--- config.mk ---
export PLATFORM = sky130hd
export DESIGN_NAME = mri_reset_initializer
export DESIGN_NICKNAME = d
export VERILOG_FILES = /design/src/mri_pkg.sv /design/src/mri_reset_sync.sv /design/src/mri_reset_initializer.sv
export VERILOG_INCLUDE_DIRS = /design/src
export SDC_FILE = /design/constraint.sdc
export NUM_CORES = 1
export LEC_CHECK = 0
export ABC_AREA = 1
export ABC_CLOCK_PERIOD_IN_PS = 3850
export BUFFER_PORTS_ARGS = -buffer_cell sky130_fd_sc_hd__buf_4
export CAP_MARGIN = 20
export CORE_MARGIN = 1.5
export CORE_UTILIZATION = 35
export CTS_BUF_LIST = sky130_fd_sc_hd__clkbuf_4 sky130_fd_sc_hd__clkbuf_8 sky130_fd_sc_hd__clkbuf_16
export CTS_CLUSTER_DIAMETER = 200
export DETAILED_ROUTE_END_ITERATION = 12
export HOLD_SLACK_MARGIN = 0.08
export SYNTH_ARGS = -nofsm -noshare
export SYNTH_HDL_FRONTEND = slang
export SYNTH_SLANG_ARGS = --single-unit
export TNS_END_PERCENT = 30
--- constraint.sdc ---
create_clock -name mclk -period 3.85 [get_ports mclk]
set_input_delay 0.77 -clock mclk [delete_from_list [all_inputs] [get_ports mclk]]
set_output_delay 0.77 -clock mclk [all_outputs]
set_load 0.1 [all_outputs]
--- src/mri_defs.svh ---
`ifndef MRI_DEFS_SVH
`define MRI_DEFS_SVH

// ----------------------------------------
// register indices (byte address = 4 * index)
// ----------------------------------------
`define MRI_IDX_W            5
`define MRI_IDX_PORT5_DIR    5'h05
`define MRI_IDX_PORT6_DIR    5'h06
`define MRI_IDX_PORT7_DIR    5'h07
`define MRI_IDX_PORT8_DIR    5'h08
`define MRI_IDX_RAM_PTR      5'h09
`define MRI_IDX_RAM_WIN      5'h0A
`define MRI_IDX_CNT1_PER     5'h0B
`define MRI_IDX_CNT2_PER     5'h0C
`define MRI_IDX_HPW_PER      5'h0D
`define MRI_IDX_LPW_PER      5'h0E
`define MRI_IDX_INT_MASK     5'h0F
`define MRI_IDX_CAUSE        5'h11
`define MRI_IDX_CPU_BITS     5'h12
`define MRI_IDX_WAKE_CTL     5'h16
`define MRI_IDX_TMR_CTL      5'h17
`define MRI_IDX_WDT_CTL      5'h18

// ----------------------------------------
// reset values and fields
// ----------------------------------------
`define MRI_PORT5_RST        8'hF0
`define MRI_PORT_DIR_RST     8'hFF
`define MRI_ZERO_RST         8'h00
`define MRI_TMR_CTL_RST      8'hBF
`define MRI_TMR_INT_BIT      6
`define MRI_WAKE_CTL_MASK    8'h8F
`define MRI_WDT_CTL_RST      8'h07
`define MRI_WDT_CTL_MASK     8'h0F
`define MRI_WDT_EN_BIT       3
`define MRI_CPU_BITS_RST     4'h0

`endif

--- src/mri_pkg.sv ---
package mri_pkg;

	// ----------------------------------------
	// reset cause
	// ----------------------------------------
	typedef enum logic [1:0] {
		MRI_CAUSE_POR  = 2'b00,
		MRI_CAUSE_PIN  = 2'b01,
		MRI_CAUSE_WDT  = 2'b10,
		MRI_CAUSE_WAKE = 2'b11
	} mri_cause_t;

endpackage : mri_pkg

--- src/mri_reset_sync.sv ---
`timescale 1ns/1ps

// ----------------------------------------
// reset synchroniser: asserts at once, releases after two edges
// ----------------------------------------
module mri_reset_sync (
	input  wire logic mclk,
	input  wire logic srcActive,
	output logic      resetOutB
);

	logic stage1Reg;
	logic stage1Next;
	logic stage2Reg;
	logic stage2Next;

	always_comb begin
		stage1Next = 1'b1;
		stage2Next = stage1Reg;
	end

	// release is clean because the stages only shift in a constant
	always_ff @(posedge mclk or posedge srcActive) begin
		if (srcActive) begin
			stage1Reg <= 1'b0;
			stage2Reg <= 1'b0;
		end else begin
			stage1Reg <= stage1Next;
			stage2Reg <= stage2Next;
		end
	end

	assign resetOutB = stage2Reg;

endmodule : mri_reset_sync

--- src/mri_reset_initializer.sv ---
// The Wishbone register port was chosen for this implementation.
`timescale 1ns/1ps
`include "mri_defs.svh"

// Summary of operation
// - reset from power-on, watchdog or pin
// - watchdog resets only while enabled
// - low reset pin performs warm reset
// - power-on reset cannot be masked
// - oscillator kept running during reset
// - program counter cleared to zero
// - all port pins become inputs (port 5 loads F0, its bits 3:0 cleared)
// - time counter, watchdog, prescaler cleared
// - power-on only clears reg three/four bits
// - timer control all ones, interrupt flag cleared
// - registers initialised; pin-change wake keeps them
module mri_reset_initializer (
	input  wire logic                mclk,
	input  wire logic                rst_b,
	input  wire logic                porDetect,
	input  wire logic                resetPinB,
	input  wire logic                wdtTimeout,
	input  wire logic                pinChangeWake,
	input  wire logic                timerIntEvent,
	input  wire logic                wb_cyc_i,
	input  wire logic                wb_stb_i,
	input  wire logic                wb_we_i,
	input  wire logic [7:0]          wb_adr_i,
	input  wire logic [3:0]          wb_sel_i,
	input  wire logic [31:0]         wb_dat_i,
	output logic      [31:0]         wb_dat_o,
	output logic                     wb_ack_o,
	output logic                     coreResetB,
	output logic                     programCounterClear,
	output logic                     counterClear,
	output logic                     oscRunForce,
	output logic                     wakeRestart,
	output mri_pkg::mri_cause_t      resetCause,
	output logic      [7:0]          port5DirReg,
	output logic      [7:0]          port6DirReg,
	output logic      [7:0]          port7DirReg,
	output logic      [7:0]          port8DirReg,
	output logic      [7:0]          wakeupControlReg,
	output logic      [7:0]          timerControlReg,
	output logic      [7:0]          interruptMaskReg,
	output logic                     watchdogEnable,
	output logic      [1:0]          cpuRegThreeBits,
	output logic      [1:0]          cpuRegFourBits
);
	import mri_pkg::*;

	// ----------------------------------------
	// helpers
	// ----------------------------------------
	function automatic logic [7:0] wrByte(input logic [7:0] oldVal, input logic hit,
		input logic [7:0] newVal);
		wrByte = hit ? newVal : oldVal;
	endfunction : wrByte

	// ----------------------------------------
	// source synchronisers and reset merge
	// ----------------------------------------
	logic pinMeta;
	logic pinSync;
	logic wdtMeta;
	logic wdtSync;
	logic wdtReqReg;
	logic wdtReqNext;
	logic porSrc;
	logic anySrc;
	logic porRstB;
	logic anyRstB;

	always_ff @(posedge mclk or negedge rst_b) begin
		if (!rst_b) begin
			pinMeta <= 1'b1;
			pinSync <= 1'b1;
			wdtMeta <= 1'b0;
			wdtSync <= 1'b0;
		end else begin
			pinMeta <= resetPinB;
			pinSync <= pinMeta;
			wdtMeta <= wdtTimeout;
			wdtSync <= wdtMeta;
		end
	end

	// power-on path bypasses every register bit so nothing can mask it
	assign porSrc = porDetect | ~rst_b;
	assign anySrc = porSrc | ~pinSync | wdtReqReg;

	mri_reset_sync porSyncInst (
		.mclk      (mclk),
		.srcActive (porSrc),
		.resetOutB (porRstB)
	);

	mri_reset_sync anySyncInst (
		.mclk      (mclk),
		.srcActive (anySrc),
		.resetOutB (anyRstB)
	);

	assign coreResetB          = anyRstB;
	assign programCounterClear = ~anyRstB;
	assign counterClear        = ~anyRstB;
	assign oscRunForce         = ~anyRstB;

	// ----------------------------------------
	// bus decode
	// ----------------------------------------
	logic [`MRI_IDX_W-1:0] idx;
	logic                  wrHit;
	logic                  ackReg;
	logic                  ackNext;
	logic [7:0]            rdByte;
	logic [31:0]           rdataReg;
	logic [31:0]           rdataNext;
	logic [7:0]            wdtControlReg;
	logic [7:0]            ramPointerReg;
	logic [7:0]            cnt1PeriodReg;
	logic [7:0]            cnt2PeriodReg;
	logic [7:0]            hpPeriodReg;
	logic [7:0]            lpPeriodReg;
	logic [7:0]            ramWindowReg;
	logic [3:0]            cpuBitsReg;
	mri_cause_t            causeReg;

	assign idx   = wb_adr_i[6:2];
	// a write lands on the edge where the master sees ack
	assign wrHit = wb_cyc_i & wb_stb_i & wb_we_i & ackReg & wb_sel_i[0];

	always_comb begin
		case (idx)
			`MRI_IDX_PORT5_DIR: rdByte = port5DirReg;
			`MRI_IDX_PORT6_DIR: rdByte = port6DirReg;
			`MRI_IDX_PORT7_DIR: rdByte = port7DirReg;
			`MRI_IDX_PORT8_DIR: rdByte = port8DirReg;
			`MRI_IDX_RAM_PTR:   rdByte = ramPointerReg;
			`MRI_IDX_RAM_WIN:   rdByte = ramWindowReg;
			`MRI_IDX_CNT1_PER:  rdByte = cnt1PeriodReg;
			`MRI_IDX_CNT2_PER:  rdByte = cnt2PeriodReg;
			`MRI_IDX_HPW_PER:   rdByte = hpPeriodReg;
			`MRI_IDX_LPW_PER:   rdByte = lpPeriodReg;
			`MRI_IDX_INT_MASK:  rdByte = interruptMaskReg;
			`MRI_IDX_CAUSE:     rdByte = {6'h00, causeReg};
			`MRI_IDX_CPU_BITS:  rdByte = {4'h0, cpuBitsReg};
			`MRI_IDX_WAKE_CTL:  rdByte = wakeupControlReg;
			`MRI_IDX_TMR_CTL:   rdByte = timerControlReg;
			`MRI_IDX_WDT_CTL:   rdByte = wdtControlReg;
			default:            rdByte = 8'h00;
		endcase
		ackNext   = wb_cyc_i & wb_stb_i & ~ackReg;
		rdataNext = ackNext ? {24'h000000, rdByte} : rdataReg;
	end

	assign wb_ack_o = ackReg;
	assign wb_dat_o = rdataReg;

	// ----------------------------------------
	// registers initialised by every reset
	// ----------------------------------------
	logic [7:0] port5DirNext;
	logic [7:0] port6DirNext;
	logic [7:0] port7DirNext;
	logic [7:0] port8DirNext;
	logic [7:0] wakeCtlNext;
	logic [7:0] tmrCtlNext;
	logic [7:0] intMaskNext;
	logic [7:0] wdtCtlNext;
	logic [7:0] ramPtrNext;
	logic [7:0] cnt1Next;
	logic [7:0] cnt2Next;
	logic [7:0] hpNext;
	logic [7:0] lpNext;
	logic       wakeRestartReg;
	logic       wakeRestartNext;

	always_comb begin
		port5DirNext = wrByte(port5DirReg, wrHit && idx == `MRI_IDX_PORT5_DIR, wb_dat_i[7:0]);
		port6DirNext = wrByte(port6DirReg, wrHit && idx == `MRI_IDX_PORT6_DIR, wb_dat_i[7:0]);
		port7DirNext = wrByte(port7DirReg, wrHit && idx == `MRI_IDX_PORT7_DIR, wb_dat_i[7:0]);
		port8DirNext = wrByte(port8DirReg, wrHit && idx == `MRI_IDX_PORT8_DIR, wb_dat_i[7:0]);
		ramPtrNext   = wrByte(ramPointerReg, wrHit && idx == `MRI_IDX_RAM_PTR, wb_dat_i[7:0]);
		cnt1Next     = wrByte(cnt1PeriodReg, wrHit && idx == `MRI_IDX_CNT1_PER, wb_dat_i[7:0]);
		cnt2Next     = wrByte(cnt2PeriodReg, wrHit && idx == `MRI_IDX_CNT2_PER, wb_dat_i[7:0]);
		hpNext       = wrByte(hpPeriodReg, wrHit && idx == `MRI_IDX_HPW_PER, wb_dat_i[7:0]);
		lpNext       = wrByte(lpPeriodReg, wrHit && idx == `MRI_IDX_LPW_PER, wb_dat_i[7:0]);
		intMaskNext  = wrByte(interruptMaskReg, wrHit && idx == `MRI_IDX_INT_MASK,
			wb_dat_i[7:0]);
		wakeCtlNext  = wrByte(wakeupControlReg, wrHit && idx == `MRI_IDX_WAKE_CTL,
			wb_dat_i[7:0] & `MRI_WAKE_CTL_MASK);
		wdtCtlNext   = wrByte(wdtControlReg, wrHit && idx == `MRI_IDX_WDT_CTL,
			wb_dat_i[7:0] & `MRI_WDT_CTL_MASK);
		tmrCtlNext   = timerControlReg;
		if (wrHit && idx == `MRI_IDX_TMR_CTL) begin
			// software may only clear the interrupt flag
			tmrCtlNext = wb_dat_i[7:0];
			tmrCtlNext[`MRI_TMR_INT_BIT] = timerControlReg[`MRI_TMR_INT_BIT]
				& wb_dat_i[`MRI_TMR_INT_BIT];
		end
		if (timerIntEvent) begin
			tmrCtlNext[`MRI_TMR_INT_BIT] = 1'b1;
		end
		wakeRestartNext = pinChangeWake;
	end

	always_ff @(posedge mclk or negedge anyRstB) begin
		if (!anyRstB) begin
			port5DirReg      <= `MRI_PORT5_RST;
			port6DirReg      <= `MRI_PORT_DIR_RST;
			port7DirReg      <= `MRI_PORT_DIR_RST;
			port8DirReg      <= `MRI_PORT_DIR_RST;
			wakeupControlReg <= `MRI_ZERO_RST;
			timerControlReg  <= `MRI_TMR_CTL_RST;
			interruptMaskReg <= `MRI_ZERO_RST;
			wdtControlReg    <= `MRI_WDT_CTL_RST;
			ramPointerReg    <= `MRI_ZERO_RST;
			cnt1PeriodReg    <= `MRI_ZERO_RST;
			cnt2PeriodReg    <= `MRI_ZERO_RST;
			hpPeriodReg      <= `MRI_ZERO_RST;
			lpPeriodReg      <= `MRI_ZERO_RST;
			ackReg           <= 1'b0;
			rdataReg         <= 32'h00000000;
			wakeRestartReg   <= 1'b0;
		end else begin
			port5DirReg      <= port5DirNext;
			port6DirReg      <= port6DirNext;
			port7DirReg      <= port7DirNext;
			port8DirReg      <= port8DirNext;
			wakeupControlReg <= wakeCtlNext;
			timerControlReg  <= tmrCtlNext;
			interruptMaskReg <= intMaskNext;
			wdtControlReg    <= wdtCtlNext;
			ramPointerReg    <= ramPtrNext;
			cnt1PeriodReg    <= cnt1Next;
			cnt2PeriodReg    <= cnt2Next;
			hpPeriodReg      <= hpNext;
			lpPeriodReg      <= lpNext;
			ackReg           <= ackNext;
			rdataReg         <= rdataNext;
			wakeRestartReg   <= wakeRestartNext;
		end
	end

	assign watchdogEnable = wdtControlReg[`MRI_WDT_EN_BIT];
	assign wakeRestart    = wakeRestartReg;

	// ----------------------------------------
	// state kept across pin and watchdog resets
	// ----------------------------------------
	logic [7:0] ramWindowNext;
	logic [3:0] cpuBitsNext;
	mri_cause_t causeNext;

	always_comb begin
		ramWindowNext = wrByte(ramWindowReg, wrHit && idx == `MRI_IDX_RAM_WIN, wb_dat_i[7:0]);
		cpuBitsNext   = cpuBitsReg;
		if (wrHit && idx == `MRI_IDX_CPU_BITS) begin
			cpuBitsNext = wb_dat_i[3:0];
		end
		// the enable is sampled late on purpose: the request flop drives anySrc, is reset only by power-on and drops once its reset clears watchdogEnable
		wdtReqNext = wdtSync & watchdogEnable;
		causeNext  = causeReg;
		if (!pinSync) begin
			causeNext = MRI_CAUSE_PIN;
		end else if (wdtReqReg) begin
			causeNext = MRI_CAUSE_WDT;
		end else if (pinChangeWake) begin
			causeNext = MRI_CAUSE_WAKE;
		end
	end

	always_ff @(posedge mclk or negedge porRstB) begin
		if (!porRstB) begin
			ramWindowReg <= `MRI_ZERO_RST;
			cpuBitsReg   <= `MRI_CPU_BITS_RST;
			causeReg     <= MRI_CAUSE_POR;
			wdtReqReg    <= 1'b0;
		end else begin
			ramWindowReg <= ramWindowNext;
			cpuBitsReg   <= cpuBitsNext;
			causeReg     <= causeNext;
			wdtReqReg    <= wdtReqNext;
		end
	end

	assign cpuRegThreeBits = cpuBitsReg[1:0];
	assign cpuRegFourBits  = cpuBitsReg[3:2];
	assign resetCause      = causeReg;
endmodule : mri_reset_initializer

==> results of run 1 <==
==> path summary, 6_finish.rpt <==
path	from	endpoint	slack, ns	cells past startpoint
min reg2reg	porSyncInst.resetOutB	resetCause[1]	0.28	0
max	anySyncInst.resetOutB	counterClear	1.62	2
max in group asynchronous	anySyncInst.resetOutB	ramPointerReg[5]	2.14	2
min in group mclk	anySyncInst.stage1Reg	anySyncInst.resetOutB	0.35	0
max reg2reg	wb_ack_o	timerControlReg[6]	1.95	5
min	rst_b	wdtMeta	0.13	1
==> flip-flops by register name, summed over array words and instances (netlist names), 2 cells and up <==
| signal | count |
|---|---|
| ramWindowReg | 8 |
| wb_dat_o | 8 |
| port5DirReg | 8 |
| interruptMaskReg | 8 |
| lpPeriodReg | 8 |
| wdtControlReg | 4 |
| timerControlReg | 8 |
| cnt2PeriodReg | 8 |
| port6DirReg | 8 |
| wakeupControlReg | 5 |
| ramPointerReg | 8 |
| cnt1PeriodReg | 8 |
| port8DirReg | 8 |
| cpuBitsReg | 4 |
| hpPeriodReg | 8 |
| port7DirReg | 8 |
| resetCause | 2 |
==> synthesized netlist by cell type <==
library cell	number	area, um2
nand2_1	251	942
dfrtp_1	90	2250
o21ai_0	73	365
nand3_1	53	265
dfstp_2	40	1050
nor2_1	37	139
buf_4	31	233
o21ai_1	26	130
inv_1	17	63.8
o21ai_2	15	131
nor2_4	12	135
nand2_2	11	68.8
nand4_1	11	68.8
clkbuf_1	9	33.8
buf_2	8	40.0
buf_6	8	90.1
nor2_2	8	50.1
inv_2	6	22.5
nand2_4	5	56.3
nor3_1	3	15.0
conb_1	2	7.51
buf_1	1	3.75
nand3_2	1	10.0
nand3_4	1	17.5
nor4_1	1	6.26
==> cells by family (layout without fill, tap and decap cells) <==
kind of cell	Yosys count	in the layout	share of synthesized area, %
compound gates	114	114	10.1
buf+inv	80	156	7.85
flops	130	130	53.3
other cells	2	29	0.121
simple gates	394	394	28.6
==> cell type report <==
type                            instances  area [um2]
Tap cell                              225         282
Clock buffer                           18         433
Clock inverter                         14         140
Sequential cell                       130        3310
Fill cell                            1755        9780
Multi-Input combinational cell        537        2510
Timing Repair Buffer                  101         758
Inverter                               23        86.3
==> power by group through the flow <==
stage	Sequential, W	Combinational, W	Clock [W]
floorplan	0.00153	0.000224	0
global placement	0.00144	0.000379	0
detailed placement	0.00144	0.000381	0
CTS	0.00141	0.000382	0.00158
global route	0.00142	0.000401	0.00164
finish	0.00141	0.000378	0.00156
==> per-layer routing <==
| layer | routed length (um) | part of all wire (%) | global-route usage [%] | vias to the layer above |
|---|---|---|---|---|
| met1 | 7720 | 46 | 26.6 | 2382 |
| met2 | 7920 | 47 | 30.5 | 158 |
| li1 | - | - | - | 2468 |
| met5 | 0 | 0 | 0 | - |
| met3 | 929 | 5.5 | 3.77 | 15 |
| met4 | 216 | 1.3 | 5.97 | 0 |
==> through the flow <==
| step | area (um2) | util [%] |
|---|---|---|
| after CTS | 7520 | 43.5 |
| after global routing | 7520 | 43.5 |
| after global placement | 6940 | 40.1 |
| after floorplan | 6300 | - |
| final | 7520 | 43.5 |
| after detailed placement | 6940 | 40.1 |
==> summary.txt, run 1 <==
Power
  – Sw frac: 28.4%
  – Max rail drop VDD: 0.352 mV
  – P_sw: 0.000952 W
  – Clock power frac: 46.5%
  – Total Power: 0.00335 W
  – P_leak: 3.65 nW
  – Internal: 0.00240 W
  – Combinational power share: 11.3%
  – Pwr/cell area: 446 nW/um2
  – Share of power burned in registers: 42.2%

Routing
  – Routed wire length: 16800 um
  – Post-route ant nets: 0
  – Vias/cell: 4.79
  – Vias: 5023
  – Drt first pass iters: 5
  – DRT iter0 DRCs: 426
  – Routed WL per cell: 16.0 um
  – Post-route DRC: 0

Clock network
  – Postcts setup bufs: 0
  – CTS Buf Count: 17
  – Hold buffer count at CTS: 0
  – H-tree depth: 4
  – Num Clock Sinks: 130
  – Clock tree buffer depth: 2
  – CTS tree: done
  – CTS resizes: 0
  – Clock transition at path regs: 0.06 ns
  – Clk Latency, worst-skew pair: 0.42 ns
  – Clk root buf: clkbuf_16

Die
  – Effective utilization at floorplan: 35.8%
  – Io pins: 155
  – Die footprint: 18500 um2
  – Die width: 136 um
  – FP Rows: 48
  – Total core area: 17300 um2
  – Die H: 136 um

Critical path
  – Crit path max-delay family: buffers and inverters
  – Worst path arrival time: 1.46 ns
  – Critical Path, Cell by Cell: inv_1, buf_4
  – Crit path buf inv count: 2
  – Crit-path max cell delay: 0.50 ns
  – Max FO, Critical Path: 3
  – Startpoint Class: flop
  – WS Path Type: reg2out
  – Crit end category: output port
  – Critical path data required time: 3.08 ns
  – CP max stage cell: dfrtp_4

Synth
  – Gate Count Post-Synth: 720
  – #FFs+latches synth: 130
  – Ys Warns: 0
  – Cell variety after synth: 25
  – Sequential share of the synthesized area: 53.3%
  – Avg Synthesized Cell Area: 8.61 um2
  – Syn Std Cell Area: 6200 um2

Timing
  – Fin Hold WS: 0.129 ns
  – Slew headroom: 38.8%
  – Fin Setup TNS: 0 ns
  – Fin. max-slew vios: 0
  – Final Setup Violations: 0
  – Measured slew at the worst slew-check pin: 0.915 ns
  – Final WS setup: 1.62 ns
  – Layout Skew: 0.00807 ns
  – Max Clk Rate: 448 MHz
  – Final Hold Viols: 0
  – Tcrit/Tclk final: 57.9%
  – RSZ-0062 raised after global routing: no
  – Fin crit period: 2.23 ns

Placement
  – DP Cell Count: 1016
  – Gpl congestion: 0.841
  – Setup WS pre-CTS: 1.32 ns
  – Hpwl dp: 11800 um
  – Number of port buffers: 97

Global routing
  – First-pass GRT wire length: 26700 um
  – Pin count of the biggest net entering global routing: 62
  – Vias in the first global route: 4803
  – Antenna violations before repair: 0
  – GRT Residual Overflow: 0
  – GRT Util Overall: 19.2%

Worst hold path
  – Worst min-delay path class: in2async

Layout
  – Commonest non-fill, non-tap cell in the layout: nand2_1
  – Most frequent cells in the layout: 251 x nand2_1, 101 x buf_4, 89 x dfrtp_1
  – Share of cells above drive strength 1: 28.3%
  – ANT cells: 0
  – Area grow syn2layout: 21.3%
  – Fin cells: 1048
  – Layout net count: 864

Job
  – Max-cap violations: 0

Status
  – Outcome: complete, no violations
No activity file was read; power rests on OpenSTA's default activity.
==> run 2, diff against run 1 <==
ABC_CLOCK_PERIOD_IN_PS = 1960   (was 3850)
clock period = 1.96 ns   (was 3.85 ns; I/O delays follow)
==> summary.txt, run 2 (synthesized netlist as in run 1, its figures left out) <==
Timing
  – Fin crit period: 1.80 ns
  – Tcrit/Tclk final: 92.1%
  – Final Hold Viols: 0 (unchanged)
  – Max Clk Rate: 554 MHz
  – Final Setup Violations: 0 (unchanged)
  – Layout Skew: 0.0104 ns (was 0.00807 ns)
  – Fin. max-slew vios: 0 (unchanged)
  – RSZ-0062 raised after global routing: no (unchanged)
  – Measured slew at the worst slew-check pin: 0.950 ns (was 0.915 ns)
  – Slew headroom: 36.4% (was 38.8%)
  – Final WS setup: 0.155 ns (was 1.62 ns)
  – Fin Setup TNS: 0 ns (unchanged)

Clock network
  – Clk Latency, worst-skew pair: 0.42 ns (about the same)
  – CTS Buf Count: 17 (unchanged)
  – CTS tree: done (unchanged)
  – Clock tree buffer depth: 2 (unchanged)
  – Clock transition at path regs: 0.06 ns (about the same)
  – Clk root buf: clkbuf_16 (unchanged)
  – H-tree depth: 4 (unchanged)
  – Num Clock Sinks: 130 (unchanged)

Layout
  – Most frequent cells in the layout: 251 x nand2_1, 107 x buf_4, 89 x dfrtp_1 (was 251 x nand2_1, 101 x buf_4, 89 x dfrtp_1)
  – Commonest non-fill, non-tap cell in the layout: nand2_1 (unchanged)
  – Layout net count: 876 (was 864)
  – FILL cells: 1769 (was 1755)
  – Area grow syn2layout: 23.9% (was 21.3%)
  – Post-route design area: 7680 um2 (was 7520 um2)
  – Share of cells above drive strength 1: 29.0% (was 28.3%)
  – ANT cells: 0 (unchanged)

Worst hold path
  – Hold Crit Depth: 1
  – Hold Startpoint: pinChangeWake
  – Min-Delay Endpoint: wakeRestart
  – Worst min-delay path class: in2reg (was in2async)

Routing
  – DRT iter0 DRCs: 346 (was 426)
  – Vias/cell: 4.81 (was 4.79)
  – Vias: 5103 (was 5023)
  – Post-route ant nets: 0 (unchanged)
  – Drt first pass iters: 5 (unchanged)
  – Routed WL per cell: 16.1 um (was 16.0 um)
  – Routed wire length: 17100 um (was 16800 um)
  – Post-route DRC: 0 (unchanged)

Die
  – Die H: 136 um (unchanged)
  – Effective utilization at floorplan: 35.8% (unchanged)
  – Io pins: 155 (unchanged)
  – Total core area: 17300 um2 (unchanged)
  – Die footprint: 18500 um2 (unchanged)
  – FP Rows: 48 (unchanged)
  – Die width: 136 um (unchanged)

Job
  – Max-cap violations: 0 (unchanged)

Critical path
  – Worst R2R Path Depth: 4 (was 5)
  – R2R setup slack: 0.48 ns (was 1.95 ns)
  – FF-to-FF Start: wb_ack_o (unchanged)
  – Worst path arrival time: 1.41 ns (was 1.46 ns)
  – Crit end category: output port (unchanged)
  – Max FO, Critical Path: 3 (unchanged)
  – Startpoint Class: flop (unchanged)
  – Crit path from: anySyncInst.resetOutB (unchanged)
  – Critical path data required time: 1.57 ns (was 3.08 ns)
  – WS Path Type: reg2out (unchanged)
  – Reg2reg end: wb_dat_o[4] (was timerControlReg[6])

Global routing
  – First-pass GRT wire length: 27100 um (was 26700 um)
  – Antenna violations before repair: 0 (unchanged)
  – Vias in the first global route: 4983 (was 4803)
  – GRT Util Overall: 19.6% (was 19.2%)
  – GRT Residual Overflow: 0 (unchanged)
  – Pin count of the biggest net entering global routing: 108 (was 62)

Placement
  – Number of port buffers: 97 (unchanged)
  – Setup WS pre-CTS: -0.0253 ns (was 1.32 ns)
  – Hpwl dp: 12000 um (was 11800 um)
  – Gpl congestion: 0.881 (was 0.841)
  – Placed instance area: 7030 um2 (was 6940 um2)

Power
  – Pwr/cell area: 888 nW/um2 (was 446 nW/um2)
  – Max rail drop VDD: 0.656 mV (was 0.352 mV)
  – P_leak: 3.74 nW (was 3.65 nW)

Status
  – Outcome: complete, no violations (unchanged)
## run 2: worst max-delay path by stage
stage                        end
global route        counterClear
global placement     wb_dat_o[2]
finish              counterClear
floorplan            oscRunForce
CTS                 counterClear
detailed placement   wb_dat_o[1]
## run 2: cell type report
cell class / instances / area, um2 / share of cell area [%]
well taps: 225 / 282 / 3.66
clock buffers: 18 / 433 / 5.64
multi-input cells: 537 / 2510 / 32.7
repair buffers: 113 / 883 / 11.5
flip-flops and latches: 130 / 3310 / 43.0
inverters: 23 / 86.3 / 1.12
clock inverters: 14 / 179 / 2.33
## run 2: metrics by stage
stage                     util, %  std cells  hold WS, ns  total power (W)
after floorplan                 -        747       0.0964          0.00344
after global placement       40.6       1024        0.192          0.00358
after detailed placement     40.6       1024        0.194          0.00358
after CTS                    44.4       1060       0.0892          0.00688
after global routing         44.4       1060       0.0848          0.00706
final                        44.4       1060        0.102          0.00682
## run 2: power by group
| group | switching [W] | internal, W | total [W] |
|---|---|---|---|
| registers | 0.0000388 | 0.00274 | 0.00278 |
| logic | 0.000643 | 0.000117 | 0.000761 |
| clock network | 0.00125 | 0.00203 | 0.00328 |
| total | 0.00193 | 0.00489 | 0.00682 |
## run 2: critical path, stage by stage, from the launching register on
cell and delay [ns]:
dfrtp_4 0.55, inv_1 0.13, buf_4 0.30
## run 2: metal layers
metal / global-route usage (%) / routed length, um / vias up
met2: 31.4 / 8160 / 154
li1: - / - / 2488
met3: 4.51 / 868 / 16
met4: 5.44 / 215 / 0
met1: 26.6 / 7870 / 2445
met5: 0 / 0 / -
## run 2: timing repair
item | 4_1_cts | 5_1_grt
setup endpoints to repair | 0 | 1
hold buffers | 4 | 0
setup buffers | 0 | 0
endpoints found under the hold margin | 10 | 0
resized for setup | 0 | 1
